==> src/rtl/sfcd_pkg.sv <==
// package: opcodes, decode table and constants of the serial flash decoder
package sfcd_pkg;

  // widths and sizes
  localparam int unsigned FIFO_W = 8;
  localparam int unsigned FIFO_D = 16;
  localparam int unsigned PIN_N = 4;
  localparam int unsigned ARR_AW = 20;
  localparam logic [19:0] ARRAY_LAST = 20'hfffff;
  localparam logic [19:0] ARRAY_FIRST = 20'h00000;

  // host-side read clock limits in MHz, kept for reference
  localparam int unsigned LOW_FREQ_READ_CLOCK_LIMIT_MHZ = 50;
  localparam int unsigned STD_READ_CLOCK_LIMIT_MHZ = 85;
  localparam int unsigned HS_READ_CLOCK_LIMIT_MHZ = 100;

  // values after reset, and the byte sent when the fifo is empty
  localparam logic [7:0] RST_BYTE = 8'h00;
  localparam logic [2:0] RST_BIT = 3'h0;
  localparam logic [23:0] RST_ADDR = 24'h000000;
  localparam logic [7:0] UNDERRUN_BYTE = 8'hff;

  // bit positions within a byte
  localparam int unsigned BYTE_LAST_BIT = 7;
  localparam int unsigned BYTE_LAST_PAIR = 6;

  // opcodes
  localparam logic [7:0] OP_RD_HS = 8'h1b;
  localparam logic [7:0] OP_RD_STD = 8'h0b;
  localparam logic [7:0] OP_RD_LF = 8'h03;
  localparam logic [7:0] OP_RD_DUAL = 8'h3b;
  localparam logic [7:0] OP_ER_4K = 8'h20;
  localparam logic [7:0] OP_ER_32K = 8'h52;
  localparam logic [7:0] OP_ER_64K = 8'hd8;
  localparam logic [7:0] OP_ER_CHIP_A = 8'h60;
  localparam logic [7:0] OP_ER_CHIP_B = 8'hc7;
  localparam logic [7:0] OP_PROG = 8'h02;
  localparam logic [7:0] OP_PROG_DUAL = 8'ha2;
  localparam logic [7:0] OP_WR_EN = 8'h06;
  localparam logic [7:0] OP_WR_DIS = 8'h04;
  localparam logic [7:0] OP_PROT = 8'h36;
  localparam logic [7:0] OP_UNPROT = 8'h39;
  localparam logic [7:0] OP_RD_PROT = 8'h3c;
  localparam logic [7:0] OP_LOCK = 8'h33;
  localparam logic [7:0] OP_FREEZE = 8'h34;
  localparam logic [7:0] OP_RD_LOCK = 8'h35;
  localparam logic [7:0] OP_OTP_PROG = 8'h9b;
  localparam logic [7:0] OP_OTP_RD = 8'h77;
  localparam logic [7:0] OP_STAT_RD = 8'h05;
  localparam logic [7:0] OP_STAT_WR1 = 8'h01;
  localparam logic [7:0] OP_STAT_WR2 = 8'h31;
  localparam logic [7:0] OP_RESET = 8'hf0;
  localparam logic [7:0] OP_ID_RD = 8'h9f;
  localparam logic [7:0] OP_PD_ENTER = 8'hb9;
  localparam logic [7:0] OP_PD_RESUME = 8'hab;

  typedef enum logic [2:0] {
    SFCD_K_BAD,
    SFCD_K_NONE,
    SFCD_K_WR,
    SFCD_K_WR2,
    SFCD_K_RD,
    SFCD_K_RD2
  } sfcd_kind_t;

  typedef struct packed {
    sfcd_kind_t kind;
    logic [1:0] addr_n;
    logic [1:0] dummy_n;
    logic one_byte;
  } sfcd_dec_t;

  localparam sfcd_dec_t DEC_RST = '{SFCD_K_BAD, 2'd0, 2'd0, 1'b0};

  function automatic sfcd_dec_t sfcd_decode(input logic [7:0] op);
    sfcd_dec_t d;
    d = '{SFCD_K_BAD, 2'd0, 2'd0, 1'b0};
    case (op)
      OP_RD_HS: d = '{SFCD_K_RD, 2'd3, 2'd2, 1'b0};
      OP_RD_STD: d = '{SFCD_K_RD, 2'd3, 2'd1, 1'b0};
      OP_RD_LF: d = '{SFCD_K_RD, 2'd3, 2'd0, 1'b0};
      OP_RD_DUAL: d = '{SFCD_K_RD2, 2'd3, 2'd1, 1'b0};
      OP_ER_4K, OP_ER_32K, OP_ER_64K: d = '{SFCD_K_NONE, 2'd3, 2'd0, 1'b0};
      OP_ER_CHIP_A, OP_ER_CHIP_B: d = '{SFCD_K_NONE, 2'd0, 2'd0, 1'b0};
      OP_PROG: d = '{SFCD_K_WR, 2'd3, 2'd0, 1'b0};
      OP_PROG_DUAL: d = '{SFCD_K_WR2, 2'd3, 2'd0, 1'b0};
      OP_WR_EN, OP_WR_DIS: d = '{SFCD_K_NONE, 2'd0, 2'd0, 1'b0};
      OP_PROT, OP_UNPROT: d = '{SFCD_K_NONE, 2'd3, 2'd0, 1'b0};
      OP_RD_PROT: d = '{SFCD_K_RD, 2'd3, 2'd0, 1'b0};
      OP_LOCK, OP_FREEZE: d = '{SFCD_K_WR, 2'd3, 2'd0, 1'b1};
      OP_RD_LOCK: d = '{SFCD_K_RD, 2'd3, 2'd0, 1'b0};
      OP_OTP_PROG: d = '{SFCD_K_WR, 2'd3, 2'd0, 1'b0};
      OP_OTP_RD: d = '{SFCD_K_RD, 2'd3, 2'd2, 1'b0};
      OP_STAT_RD: d = '{SFCD_K_RD, 2'd0, 2'd0, 1'b0};
      OP_STAT_WR1, OP_STAT_WR2: d = '{SFCD_K_WR, 2'd0, 2'd0, 1'b1};
      OP_RESET: d = '{SFCD_K_WR, 2'd0, 2'd0, 1'b1};
      OP_ID_RD: d = '{SFCD_K_RD, 2'd0, 2'd0, 1'b0};
      OP_PD_ENTER, OP_PD_RESUME: d = '{SFCD_K_NONE, 2'd0, 2'd0, 1'b0};
      default: d = '{SFCD_K_BAD, 2'd0, 2'd0, 1'b0};
    endcase
    return d;
  endfunction

endpackage

==> src/rtl/sfcd_sync.sv <==
// two-stage synchroniser for pin inputs
`timescale 1ns/1ps
module sfcd_sync #(
  parameter int W = 1
) (
  input wire logic clock_i,
  input wire logic resetn_i,
  input wire logic ce_i,
  input wire logic [W-1:0] d_i,
  output logic [W-1:0] q_o
);

  logic [W-1:0] meta_r;
  logic [W-1:0] q_r;

  // meta_r feeds only q_r
  always_ff @(posedge clock_i or negedge resetn_i) begin
    if (!resetn_i) begin
      meta_r <= '0;
      q_r <= '0;
    end else if (ce_i) begin
      meta_r <= d_i;
      q_r <= meta_r;
    end
  end

  assign q_o = q_r;

endmodule // sfcd_sync

==> src/rtl/sfcd_fifo.sv <==
// flip-flop fifo with valid/ready on both sides and flush
`timescale 1ns/1ps
module sfcd_fifo #(
  parameter int W = 8,
  parameter int D = 16
) (
  input wire logic clock_i,
  input wire logic resetn_i,
  input wire logic ce_i,
  input wire logic flush_i,
  input wire logic in_valid_i,
  output logic in_ready_o,
  input wire logic [W-1:0] in_data_i,
  output logic out_valid_o,
  input wire logic out_ready_i,
  output logic [W-1:0] out_data_o
);

  localparam int AW = $clog2(D);
  localparam logic [AW:0] FULL = (AW + 1)'(D);

  logic [W-1:0] mem_r [D];
  logic [AW-1:0] wp_r;
  logic [AW-1:0] wp_nxt;
  logic [AW-1:0] rp_r;
  logic [AW-1:0] rp_nxt;
  logic [AW:0] cnt_r;
  logic [AW:0] cnt_nxt;
  logic push;
  logic pop;

  assign in_ready_o = (cnt_r != FULL);
  assign out_valid_o = (cnt_r != '0);
  assign out_data_o = mem_r[rp_r];
  assign push = in_valid_i && in_ready_o;
  assign pop = out_valid_o && out_ready_i;

  always_comb begin
    wp_nxt = wp_r;
    rp_nxt = rp_r;
    cnt_nxt = cnt_r;
    if (flush_i) begin
      wp_nxt = '0;
      rp_nxt = '0;
      cnt_nxt = '0;
    end else begin
      if (push) begin
        wp_nxt = AW'(wp_r + 1'b1);
      end
      if (pop) begin
        rp_nxt = AW'(rp_r + 1'b1);
      end
      cnt_nxt = (AW + 1)'(cnt_r + {{AW{1'b0}}, push} - {{AW{1'b0}}, pop});
    end
  end

  always_ff @(posedge clock_i or negedge resetn_i) begin
    if (!resetn_i) begin
      wp_r <= '0;
      rp_r <= '0;
      cnt_r <= '0;
    end else if (ce_i) begin
      wp_r <= wp_nxt;
      rp_r <= rp_nxt;
      cnt_r <= cnt_nxt;
    end
  end

  // storage has no reset; empty slots are never read out as valid
  always_ff @(posedge clock_i) begin
    if (ce_i && push && !flush_i) begin
      mem_r[wp_r] <= in_data_i;
    end
  end

endmodule // sfcd_fifo

==> src/rtl/sfcd_top.sv <==
// serial flash command decoder with sequential read path
`timescale 1ns/1ps
module sfcd_top (
  input wire logic clock_i,
  input wire logic resetn_i,
  input wire logic ce_i,
  input wire logic cs_n_i,
  input wire logic sck_i,
  input wire logic si_i,
  input wire logic so_i,
  output logic so_o,
  output logic so_oe_o,
  output logic shared_input_output_pin_o,
  output logic shared_input_output_pin_oe_o,
  output logic rd_valid_o,
  input wire logic rd_ready_i,
  output logic [19:0] rd_addr_o,
  input wire logic [7:0] rd_data_i,
  output logic exec_o,
  output logic [7:0] cmd_op_o,
  output logic [19:0] cmd_addr_o,
  output logic wr_valid_o,
  output logic [7:0] wr_data_o
);

  typedef enum logic [2:0] {
    ST_IDLE,
    ST_OP,
    ST_ADDR,
    ST_DUMMY,
    ST_DATA,
    ST_IGNORE
  } sfcd_st_t;

  logic [sfcd_pkg::PIN_N-1:0] pins_s;
  logic cs_s;
  logic sck_s;
  logic si_s;
  logic so_s;
  logic sck_q_r;
  logic rise;
  logic fall;

  sfcd_sync #(
    .W(sfcd_pkg::PIN_N)
  ) u_sync (
    .clock_i(clock_i),
    .resetn_i(resetn_i),
    .ce_i(ce_i),
    .d_i({cs_n_i, sck_i, si_i, so_i}),
    .q_o(pins_s)
  );

  assign cs_s = pins_s[3];
  assign sck_s = pins_s[2];
  assign si_s = pins_s[1];
  assign so_s = pins_s[0];
  // both clock idle levels work: only edges inside the frame matter
  assign rise = sck_s && !sck_q_r;
  assign fall = !sck_s && sck_q_r;

  sfcd_st_t st_r, st_nxt;
  sfcd_pkg::sfcd_dec_t dec_r, dec_nxt, dec_new;
  logic [2:0] bit_r, bit_nxt;
  logic [7:0] sr_r, sr_nxt;
  logic [1:0] cnt_r, cnt_nxt;
  logic [23:0] addr_r, addr_nxt;
  logic got_r, got_nxt;
  logic [7:0] op_r, op_nxt;
  logic [19:0] cmd_addr_r, cmd_addr_nxt;
  logic exec_r, exec_nxt;
  logic wr_r, wr_nxt;
  logic [7:0] wrd_r, wrd_nxt;
  logic fetch_r, fetch_nxt;
  logic [19:0] raddr_r, raddr_nxt;
  logic [2:0] ob_r, ob_nxt;
  logic [7:0] osh_r, osh_nxt;
  logic so_r, so_nxt;
  logic shr_r, shr_nxt;
  logic so_oe_r, so_oe_nxt;
  logic shr_oe_r, shr_oe_nxt;
  logic [7:0] byte1;
  logic [7:0] byte2;
  logic [23:0] addr_full;
  logic [7:0] obyte;
  logic is_rd;
  logic is_rd_new;
  logic pop;
  logic fifo_in_ready;
  logic fifo_out_valid;
  logic [7:0] fifo_out_data;
  logic push;

  assign byte1 = {sr_r[6:0], si_s};
  assign byte2 = {sr_r[5:0], so_s, si_s};
  assign addr_full = {addr_r[15:0], byte1};
  assign dec_new = sfcd_pkg::sfcd_decode(byte1);
  assign is_rd = (dec_r.kind == sfcd_pkg::SFCD_K_RD) ||
                 (dec_r.kind == sfcd_pkg::SFCD_K_RD2);
  assign is_rd_new = (dec_new.kind == sfcd_pkg::SFCD_K_RD) ||
                     (dec_new.kind == sfcd_pkg::SFCD_K_RD2);
  assign obyte = fifo_out_valid ? fifo_out_data : sfcd_pkg::UNDERRUN_BYTE;

  // prefetch: array bytes are fetched ahead, stalled by fifo fill level
  assign rd_valid_o = fetch_r && fifo_in_ready;
  assign push = rd_valid_o && rd_ready_i;

  sfcd_fifo #(
    .W(sfcd_pkg::FIFO_W),
    .D(sfcd_pkg::FIFO_D)
  ) u_fifo (
    .clock_i(clock_i),
    .resetn_i(resetn_i),
    .ce_i(ce_i),
    .flush_i(cs_s),
    .in_valid_i(push),
    .in_ready_o(fifo_in_ready),
    .in_data_i(rd_data_i),
    .out_valid_o(fifo_out_valid),
    .out_ready_i(pop),
    .out_data_o(fifo_out_data)
  );

  always_comb begin
    st_nxt = st_r;
    dec_nxt = dec_r;
    bit_nxt = bit_r;
    sr_nxt = sr_r;
    cnt_nxt = cnt_r;
    addr_nxt = addr_r;
    got_nxt = got_r;
    op_nxt = op_r;
    cmd_addr_nxt = cmd_addr_r;
    exec_nxt = 1'b0;
    wr_nxt = 1'b0;
    wrd_nxt = wrd_r;
    fetch_nxt = fetch_r;
    raddr_nxt = raddr_r;
    ob_nxt = ob_r;
    osh_nxt = osh_r;
    so_nxt = so_r;
    shr_nxt = shr_r;
    so_oe_nxt = so_oe_r;
    shr_oe_nxt = shr_oe_r;
    pop = 1'b0;
    if (push) begin
      if (raddr_r == sfcd_pkg::ARRAY_LAST) begin
        raddr_nxt = sfcd_pkg::ARRAY_FIRST;
      end else begin
        raddr_nxt = raddr_r + 20'h00001;
      end
    end
    if (cs_s) begin
      // hand-off only for a complete, byte-aligned non-read frame
      if (st_r == ST_DATA && bit_r == sfcd_pkg::RST_BIT && !is_rd &&
          (dec_r.kind == sfcd_pkg::SFCD_K_NONE || got_r)) begin
        exec_nxt = 1'b1;
      end
      st_nxt = ST_IDLE;
      bit_nxt = sfcd_pkg::RST_BIT;
      cnt_nxt = 2'd0;
      got_nxt = 1'b0;
      fetch_nxt = 1'b0;
      ob_nxt = sfcd_pkg::RST_BIT;
      so_oe_nxt = 1'b0;
      shr_oe_nxt = 1'b0;
    end else if (st_r == ST_IDLE) begin
      st_nxt = ST_OP;
    end else begin
      if (rise) begin
        case (st_r)
          ST_OP: begin
            sr_nxt = byte1;
            bit_nxt = bit_r + 3'd1;
            if (bit_r == 3'(sfcd_pkg::BYTE_LAST_BIT)) begin
              op_nxt = byte1;
              dec_nxt = dec_new;
              cnt_nxt = 2'd0;
              if (dec_new.kind == sfcd_pkg::SFCD_K_BAD) begin
                st_nxt = ST_IGNORE;
              end else if (dec_new.addr_n != 2'd0) begin
                st_nxt = ST_ADDR;
              end else begin
                st_nxt = ST_DATA;
                cmd_addr_nxt = sfcd_pkg::ARRAY_FIRST;
                raddr_nxt = sfcd_pkg::ARRAY_FIRST;
                fetch_nxt = is_rd_new;
              end
            end
          end
          ST_ADDR: begin
            sr_nxt = byte1;
            bit_nxt = bit_r + 3'd1;
            if (bit_r == 3'(sfcd_pkg::BYTE_LAST_BIT)) begin
              addr_nxt = addr_full;
              cnt_nxt = cnt_r + 2'd1;
              if (cnt_r == dec_r.addr_n - 2'd1) begin
                cmd_addr_nxt = addr_full[19:0];
                raddr_nxt = addr_full[19:0];
                fetch_nxt = is_rd;
                cnt_nxt = 2'd0;
                if (dec_r.dummy_n != 2'd0) begin
                  st_nxt = ST_DUMMY;
                end else begin
                  st_nxt = ST_DATA;
                end
              end
            end
          end
          ST_DUMMY: begin
            // dummy bits are counted but their value is never used
            bit_nxt = bit_r + 3'd1;
            if (bit_r == 3'(sfcd_pkg::BYTE_LAST_BIT)) begin
              cnt_nxt = cnt_r + 2'd1;
              if (cnt_r == dec_r.dummy_n - 2'd1) begin
                st_nxt = ST_DATA;
              end
            end
          end
          ST_DATA: begin
            if (dec_r.kind == sfcd_pkg::SFCD_K_WR) begin
              sr_nxt = byte1;
              bit_nxt = bit_r + 3'd1;
              if (bit_r == 3'(sfcd_pkg::BYTE_LAST_BIT)) begin
                got_nxt = 1'b1;
                // single-byte commands drop anything past the first byte
                if (!(dec_r.one_byte && got_r)) begin
                  wr_nxt = 1'b1;
                  wrd_nxt = byte1;
                end
              end
            end else if (dec_r.kind == sfcd_pkg::SFCD_K_WR2) begin
              sr_nxt = byte2;
              bit_nxt = bit_r + 3'd2;
              if (bit_r == 3'(sfcd_pkg::BYTE_LAST_PAIR)) begin
                got_nxt = 1'b1;
                wr_nxt = 1'b1;
                wrd_nxt = byte2;
              end
            end
          end
          default: begin
            st_nxt = st_r;
          end
        endcase
      end
      if (fall && st_r == ST_DATA && is_rd) begin
        so_oe_nxt = 1'b1;
        if (dec_r.kind == sfcd_pkg::SFCD_K_RD2) begin
          shr_oe_nxt = 1'b1;
          if (ob_r == sfcd_pkg::RST_BIT) begin
            pop = fifo_out_valid;
            so_nxt = obyte[7];
            shr_nxt = obyte[6];
            osh_nxt = {obyte[5:0], 2'b00};
          end else begin
            so_nxt = osh_r[7];
            shr_nxt = osh_r[6];
            osh_nxt = {osh_r[5:0], 2'b00};
          end
          ob_nxt = ob_r + 3'd2;
        end else begin
          if (ob_r == sfcd_pkg::RST_BIT) begin
            pop = fifo_out_valid;
            so_nxt = obyte[7];
            osh_nxt = {obyte[6:0], 1'b0};
          end else begin
            so_nxt = osh_r[7];
            osh_nxt = {osh_r[6:0], 1'b0};
          end
          ob_nxt = ob_r + 3'd1;
        end
      end
    end
  end

  always_ff @(posedge clock_i or negedge resetn_i) begin
    if (!resetn_i) begin
      sck_q_r <= 1'b0;
      st_r <= ST_IGNORE; // wait for cs high: idle sck is no false edge
      dec_r <= sfcd_pkg::DEC_RST;
      bit_r <= sfcd_pkg::RST_BIT;
      sr_r <= sfcd_pkg::RST_BYTE;
      cnt_r <= 2'd0;
      addr_r <= sfcd_pkg::RST_ADDR;
      got_r <= 1'b0;
      op_r <= sfcd_pkg::RST_BYTE;
      cmd_addr_r <= sfcd_pkg::ARRAY_FIRST;
      exec_r <= 1'b0;
      wr_r <= 1'b0;
      wrd_r <= sfcd_pkg::RST_BYTE;
      fetch_r <= 1'b0;
      raddr_r <= sfcd_pkg::ARRAY_FIRST;
      ob_r <= sfcd_pkg::RST_BIT;
      osh_r <= sfcd_pkg::RST_BYTE;
      so_r <= 1'b0;
      shr_r <= 1'b0;
      so_oe_r <= 1'b0;
      shr_oe_r <= 1'b0;
    end else if (ce_i) begin
      sck_q_r <= sck_s;
      st_r <= st_nxt;
      dec_r <= dec_nxt;
      bit_r <= bit_nxt;
      sr_r <= sr_nxt;
      cnt_r <= cnt_nxt;
      addr_r <= addr_nxt;
      got_r <= got_nxt;
      op_r <= op_nxt;
      cmd_addr_r <= cmd_addr_nxt;
      exec_r <= exec_nxt;
      wr_r <= wr_nxt;
      wrd_r <= wrd_nxt;
      fetch_r <= fetch_nxt;
      raddr_r <= raddr_nxt;
      ob_r <= ob_nxt;
      osh_r <= osh_nxt;
      so_r <= so_nxt;
      shr_r <= shr_nxt;
      so_oe_r <= so_oe_nxt;
      shr_oe_r <= shr_oe_nxt;
    end
  end

  assign so_o = so_r;
  assign so_oe_o = so_oe_r;
  assign shared_input_output_pin_o = shr_r;
  assign shared_input_output_pin_oe_o = shr_oe_r;
  assign rd_addr_o = raddr_r;
  assign exec_o = exec_r;
  assign cmd_op_o = op_r;
  assign cmd_addr_o = cmd_addr_r;
  assign wr_valid_o = wr_r;
  assign wr_data_o = wrd_r;

endmodule // sfcd_top

==> config.mk <==
export PLATFORM = sky130hd
export DESIGN_NAME = sfcd_top
export DESIGN_NICKNAME = d
export VERILOG_FILES = /design/src/rtl/sfcd_pkg.sv /design/src/rtl/sfcd_sync.sv /design/src/rtl/sfcd_fifo.sv /design/src/rtl/sfcd_top.sv
export SDC_FILE = /design/constraint.sdc
export NUM_CORES = 1
export LEC_CHECK = 0
export ABC_AREA = 1
export ABC_CLOCK_PERIOD_IN_PS = 3500
export BUFFER_PORTS_ARGS = -buffer_cell sky130_fd_sc_hd__clkbuf_2
export CELL_PAD_IN_SITES_DETAIL_PLACEMENT = 1
export CELL_PAD_IN_SITES_GLOBAL_PLACEMENT = 1
export CORE_MARGIN = 2
export CORE_UTILIZATION = 41
export DETAILED_ROUTE_END_ITERATION = 6
export PLACE_DENSITY_LB_ADDON = 0.1
export SLEW_MARGIN = 0
export SYNTH_ARGS = -nofsm -noshare
export SYNTH_HDL_FRONTEND = slang
export SYNTH_SLANG_ARGS = --single-unit
==> constraint.sdc <==
create_clock -name clock_i -period 3.5 [get_ports clock_i]
set_input_delay 0.525 -clock clock_i [delete_from_list [all_inputs] [get_ports clock_i]]
set_output_delay 0.525 -clock clock_i [all_outputs]
set_load 0.02 [all_outputs]
==> reports/summary.json <==
{
  "status": "finished, violations left",
  "violations": "hold timing",
  "dominantRegCellSynth": "edfxtp_1",
  "cts_inserted_buffers": 30,
  "synthesis.area_um2": 12900,
  "layout_area_overhead_pct": 14.6,
  "arithmetic_cell_share_of_the_synthesized_area_counting_full_adders_half_adders_and_majority_gates_pct": 1.99,
  "synth_mux_area_share_pct": 0.338,
  "ant_nets": 0,
  "final-seq-area_um2": 7100,
  "finalSetupViolCount": 0,
  "overflow": 0,
  "cp.required_ns": 3.91,
  "maxSlewViolCount": 0,
  "cts.sinks": 258,
  "synth-xor-area-share_pct": 0.947,
  "gpl_wtd_cong": 0.900,
  "die_boundary_width_um": 182,
  "number_of_buffers_inserted_for_hold_repair_after_clock_tree_synthesis": 0,
  "drive_above_1_share_pct": 16.3,
  "grt_pass1_vias": 11112,
  "critPathArrivalTime_ns": 3.18,
  "drt-total-wl_um": 38300,
  "postCtsSetupRepairBufs": 0,
  "worst_hold_path_type": "in2async",
  "dr.max_layer_used": "met5",
  "num_rows": 65,
  "unrepaired_setup_endpoints_after_global_routing": "false",
  "track_usage_pct": 23.3,
  "synth_enable_flop_cells": 128,
  "die_area_um2": 33000,
  "io_pins": 79,
  "crit_path_start": "u_sync.q_o[3]",
  "number_of_antenna_violations_at_the_first_check_in_global_routing": 1,
  "start_kind": "register",
  "crit_path_max_fanout": 12,
  "syn_avg_cell_area_um2": 9.05,
  "totalNegativeSetupSlack_ns": 0,
  "hold_viol_final": 1,
  "setup.worst_path.class": "reg2reg",
  "synth_top_area_share_pct": 29.7,
  "synth.yosys.warnings": 0,
  "clockRootBuffer": "clkbuf_16",
  "clk_pin_slew_ns": 0.06,
  "syn_nets": 1467,
  "synthDistinctLibCells": 58,
  "drt-met1-wl_um": 16600,
  "final.setup_skew_ns": 0.00875,
  "wl_per_cell_um": 19.7,
  "synth_area_leaders": "edfxtp_1 (30%), dfrtp_1 (25%), nand2_1 (8.5%)",
  "hpwl_um": 26700,
  "place.port_buffers": 78,
  "endpoint_kind": "register",
  "worstSkewPairLatency_ns": 0.55,
  "met2_wirelength_um": 19500,
  "reg2reg_from": "u_sync.q_o[3]",
  "floorplan.die.height_um": 182,
  "hold_slack_ns": -0.00115,
  "htree_levels": 1,
  "clock_tree_from_tritoncts": "done",
  "vias": 10474,
  "vdd_ir_drop_max_uv": 366,
  "route.detailed.drc": 0,
  "filler_cell_count": 3643,
  "grt_start_max_net_pins": 77,
  "drv_cap": 0,
  "synth.ff_latch_count": 258,
  "final_net_count": 1549,
  "worst-slew-pin-transition_ns": 0.738,
  "drt_pass1_iterations": 5,
  "cts_max_path_buffers": 3,
  "synthesis.instances": 1431,
  "synth_compound_gate_area_share_pct": 14.4,
  "layout_min_cycle_time_ns": 2.76,
  "power_per_cell_area_nw_per_um2": 697,
  "leakagePower_nw": 6.23,
  "post-route-worst-setup-slack_ns": 0.739,
  "dpl_worst_slack_ns": 0.725,
  "netlist.top_cell.by_area": "edfxtp_1",
  "drt_iter0_drc": 543,
  "fmax_mhz": 362,
  "met3_length_um": 1020,
  "avgViaCountPerCell": 5.40,
  "synth_simple_gate_area_share_pct": 20.8,
  "slew-limit-headroom_pct": 50.8,
  "asyncSetResetFlopFracSynth_pct": 50.4,
  "grt_first_pass_wirelength_um": 61000,
  "synth-seq-area-share_pct": 54.8,
  "reg2reg_depth": 12,
  "synth_top_family_by_area": "simple AND/OR/NAND/NOR gates",
  "cts_resized": 0,
  "core_area_um2": 31300,
  "antenna_cells": 0,
  "min_period_over_period_pct": 78.9,
  "initial_utilization_pct": 41.3,
  "multi_input_comb_area_um2": 4990
}
## per-stage QoR
step / cells / hold slack, ns / util [%] / instance area [µm²] / total power, mW
floorplan: 1431 / 0.229 / - / 12900 / 6.10
global placement: 1883 / 0.458 / 44.0 / 13800 / 7.04
detailed placement: 1883 / 0.467 / 44.0 / 13800 / 7.11
CTS: 1939 / 0.0324 / 47.4 / 14800 / 10.4
global route: 1939 / 0.0545 / 47.4 / 14800 / 10.9
finish: 1939 / -0.00115 / 47.4 / 14800 / 10.3
## cell families (layout without fill, tap and decap cells)
| kind of cell | Yosys count | after routing |
|---|---|---|
| compound gates | 305 | 305 |
| xor+xnor | 14 | 14 |
| fa+ha+maj | 20 | 20 |
| buf+inv | 202 | 308 |
| flops | 258 | 258 |
| mux | 4 | 4 |
| simple gates | 628 | 628 |
## state kept, by name (all words and copies together) (netlist names), 5 cells and up
signal / count
u_fifo.cnt_r: 5
sr_r: 7
rd_addr_o: 20
wr_data_o: 8
cmd_op_o: 8
dec_r: 7
cmd_addr_o: 20
u_fifo.mem_r: 128
addr_r: 12
osh_r: 7
## where the power goes
part           internal [mW]  switching (mW)  leakage (nW)
combinational          0.908            2.09          2.90
sequential              3.53           0.505          2.81
clock                   2.03            1.28         0.515
## worst max-delay path: stages (launching register included)
cell	delay [ns]
dfrtp_1	0.55
inv_1	0.31
nand3_1	0.20
nor2_1	0.08
ha_1	0.28
inv_1	0.04
ha_1	0.22
fa_1	0.41
nand2_1	0.10
a21oi_1	0.07
nor2_1	0.12
xor2_1	0.17
o22ai_1	0.08
## metal layers
layer  vias up  GRT usage (%)
li1       5013              -
met1      5220           29.5
met2       172           41.8
met3        67           2.35
met4         2           7.48
met5         -              0
## area by class of cell
| cell class | count | area share (%) |
|---|---|---|
| clock buffer | 37 | 5.52 |
| clock inverter | 19 | 1.54 |
| inverter | 143 | 3.64 |
| multi-input combinational | 971 | 33.6 |
| sequential | 258 | 47.9 |
| tap | 402 | 3.39 |
| timing repair buffer | 109 | 4.41 |
## worst paths after layout
path,endpoint,slack [ns]
worst max-delay path,u_fifo.cnt_r[4],0.74
worst min-delay path,wr_data_o[7],-0.001
worst max register to register,u_fifo.cnt_r[4],0.74
worst min register to register,u_sync.meta_r[3],0.48
max in group asynchronous,cmd_addr_o[12],2.68
min in group clock_i,u_sync.meta_r[3],0.19
## cell usage in the layout (no fill, tap or decap), types with 27 or more instances in the layout
cell / count
buf_4: 29
nand2_1: 294
o21ai_0: 155
dfrtp_1: 127
nand3_1: 61
a21oi_1: 27
clkbuf_16: 31
nor2_1: 195
clkbuf_2: 77
edfxtp_1: 128
o211ai_1: 32
inv_1: 122
## cells in the mapped netlist, types with 4 or more instances
master,number
dfrtp_1,128
a21oi_1,27
o32ai_1,4
o21ai_0,155
inv_2,18
a31oi_1,5
xor2_1,10
nand2_1,294
buf_6,6
nand2_2,16
buf_4,5
o221ai_1,17
clkbuf_1,26
edfxtp_1,128
o21ai_2,20
xnor2_1,4
nor2_2,10
o22ai_1,17
nand3_1,61
nor2_4,8
nor2_1,195
buf_2,16
o21ai_1,5
nor3_1,16
o211ai_1,32
inv_1,122
ha_1,19
buf_1,5
nand4_1,17
a21oi_2,6
(Power assumes the default switching activity.)
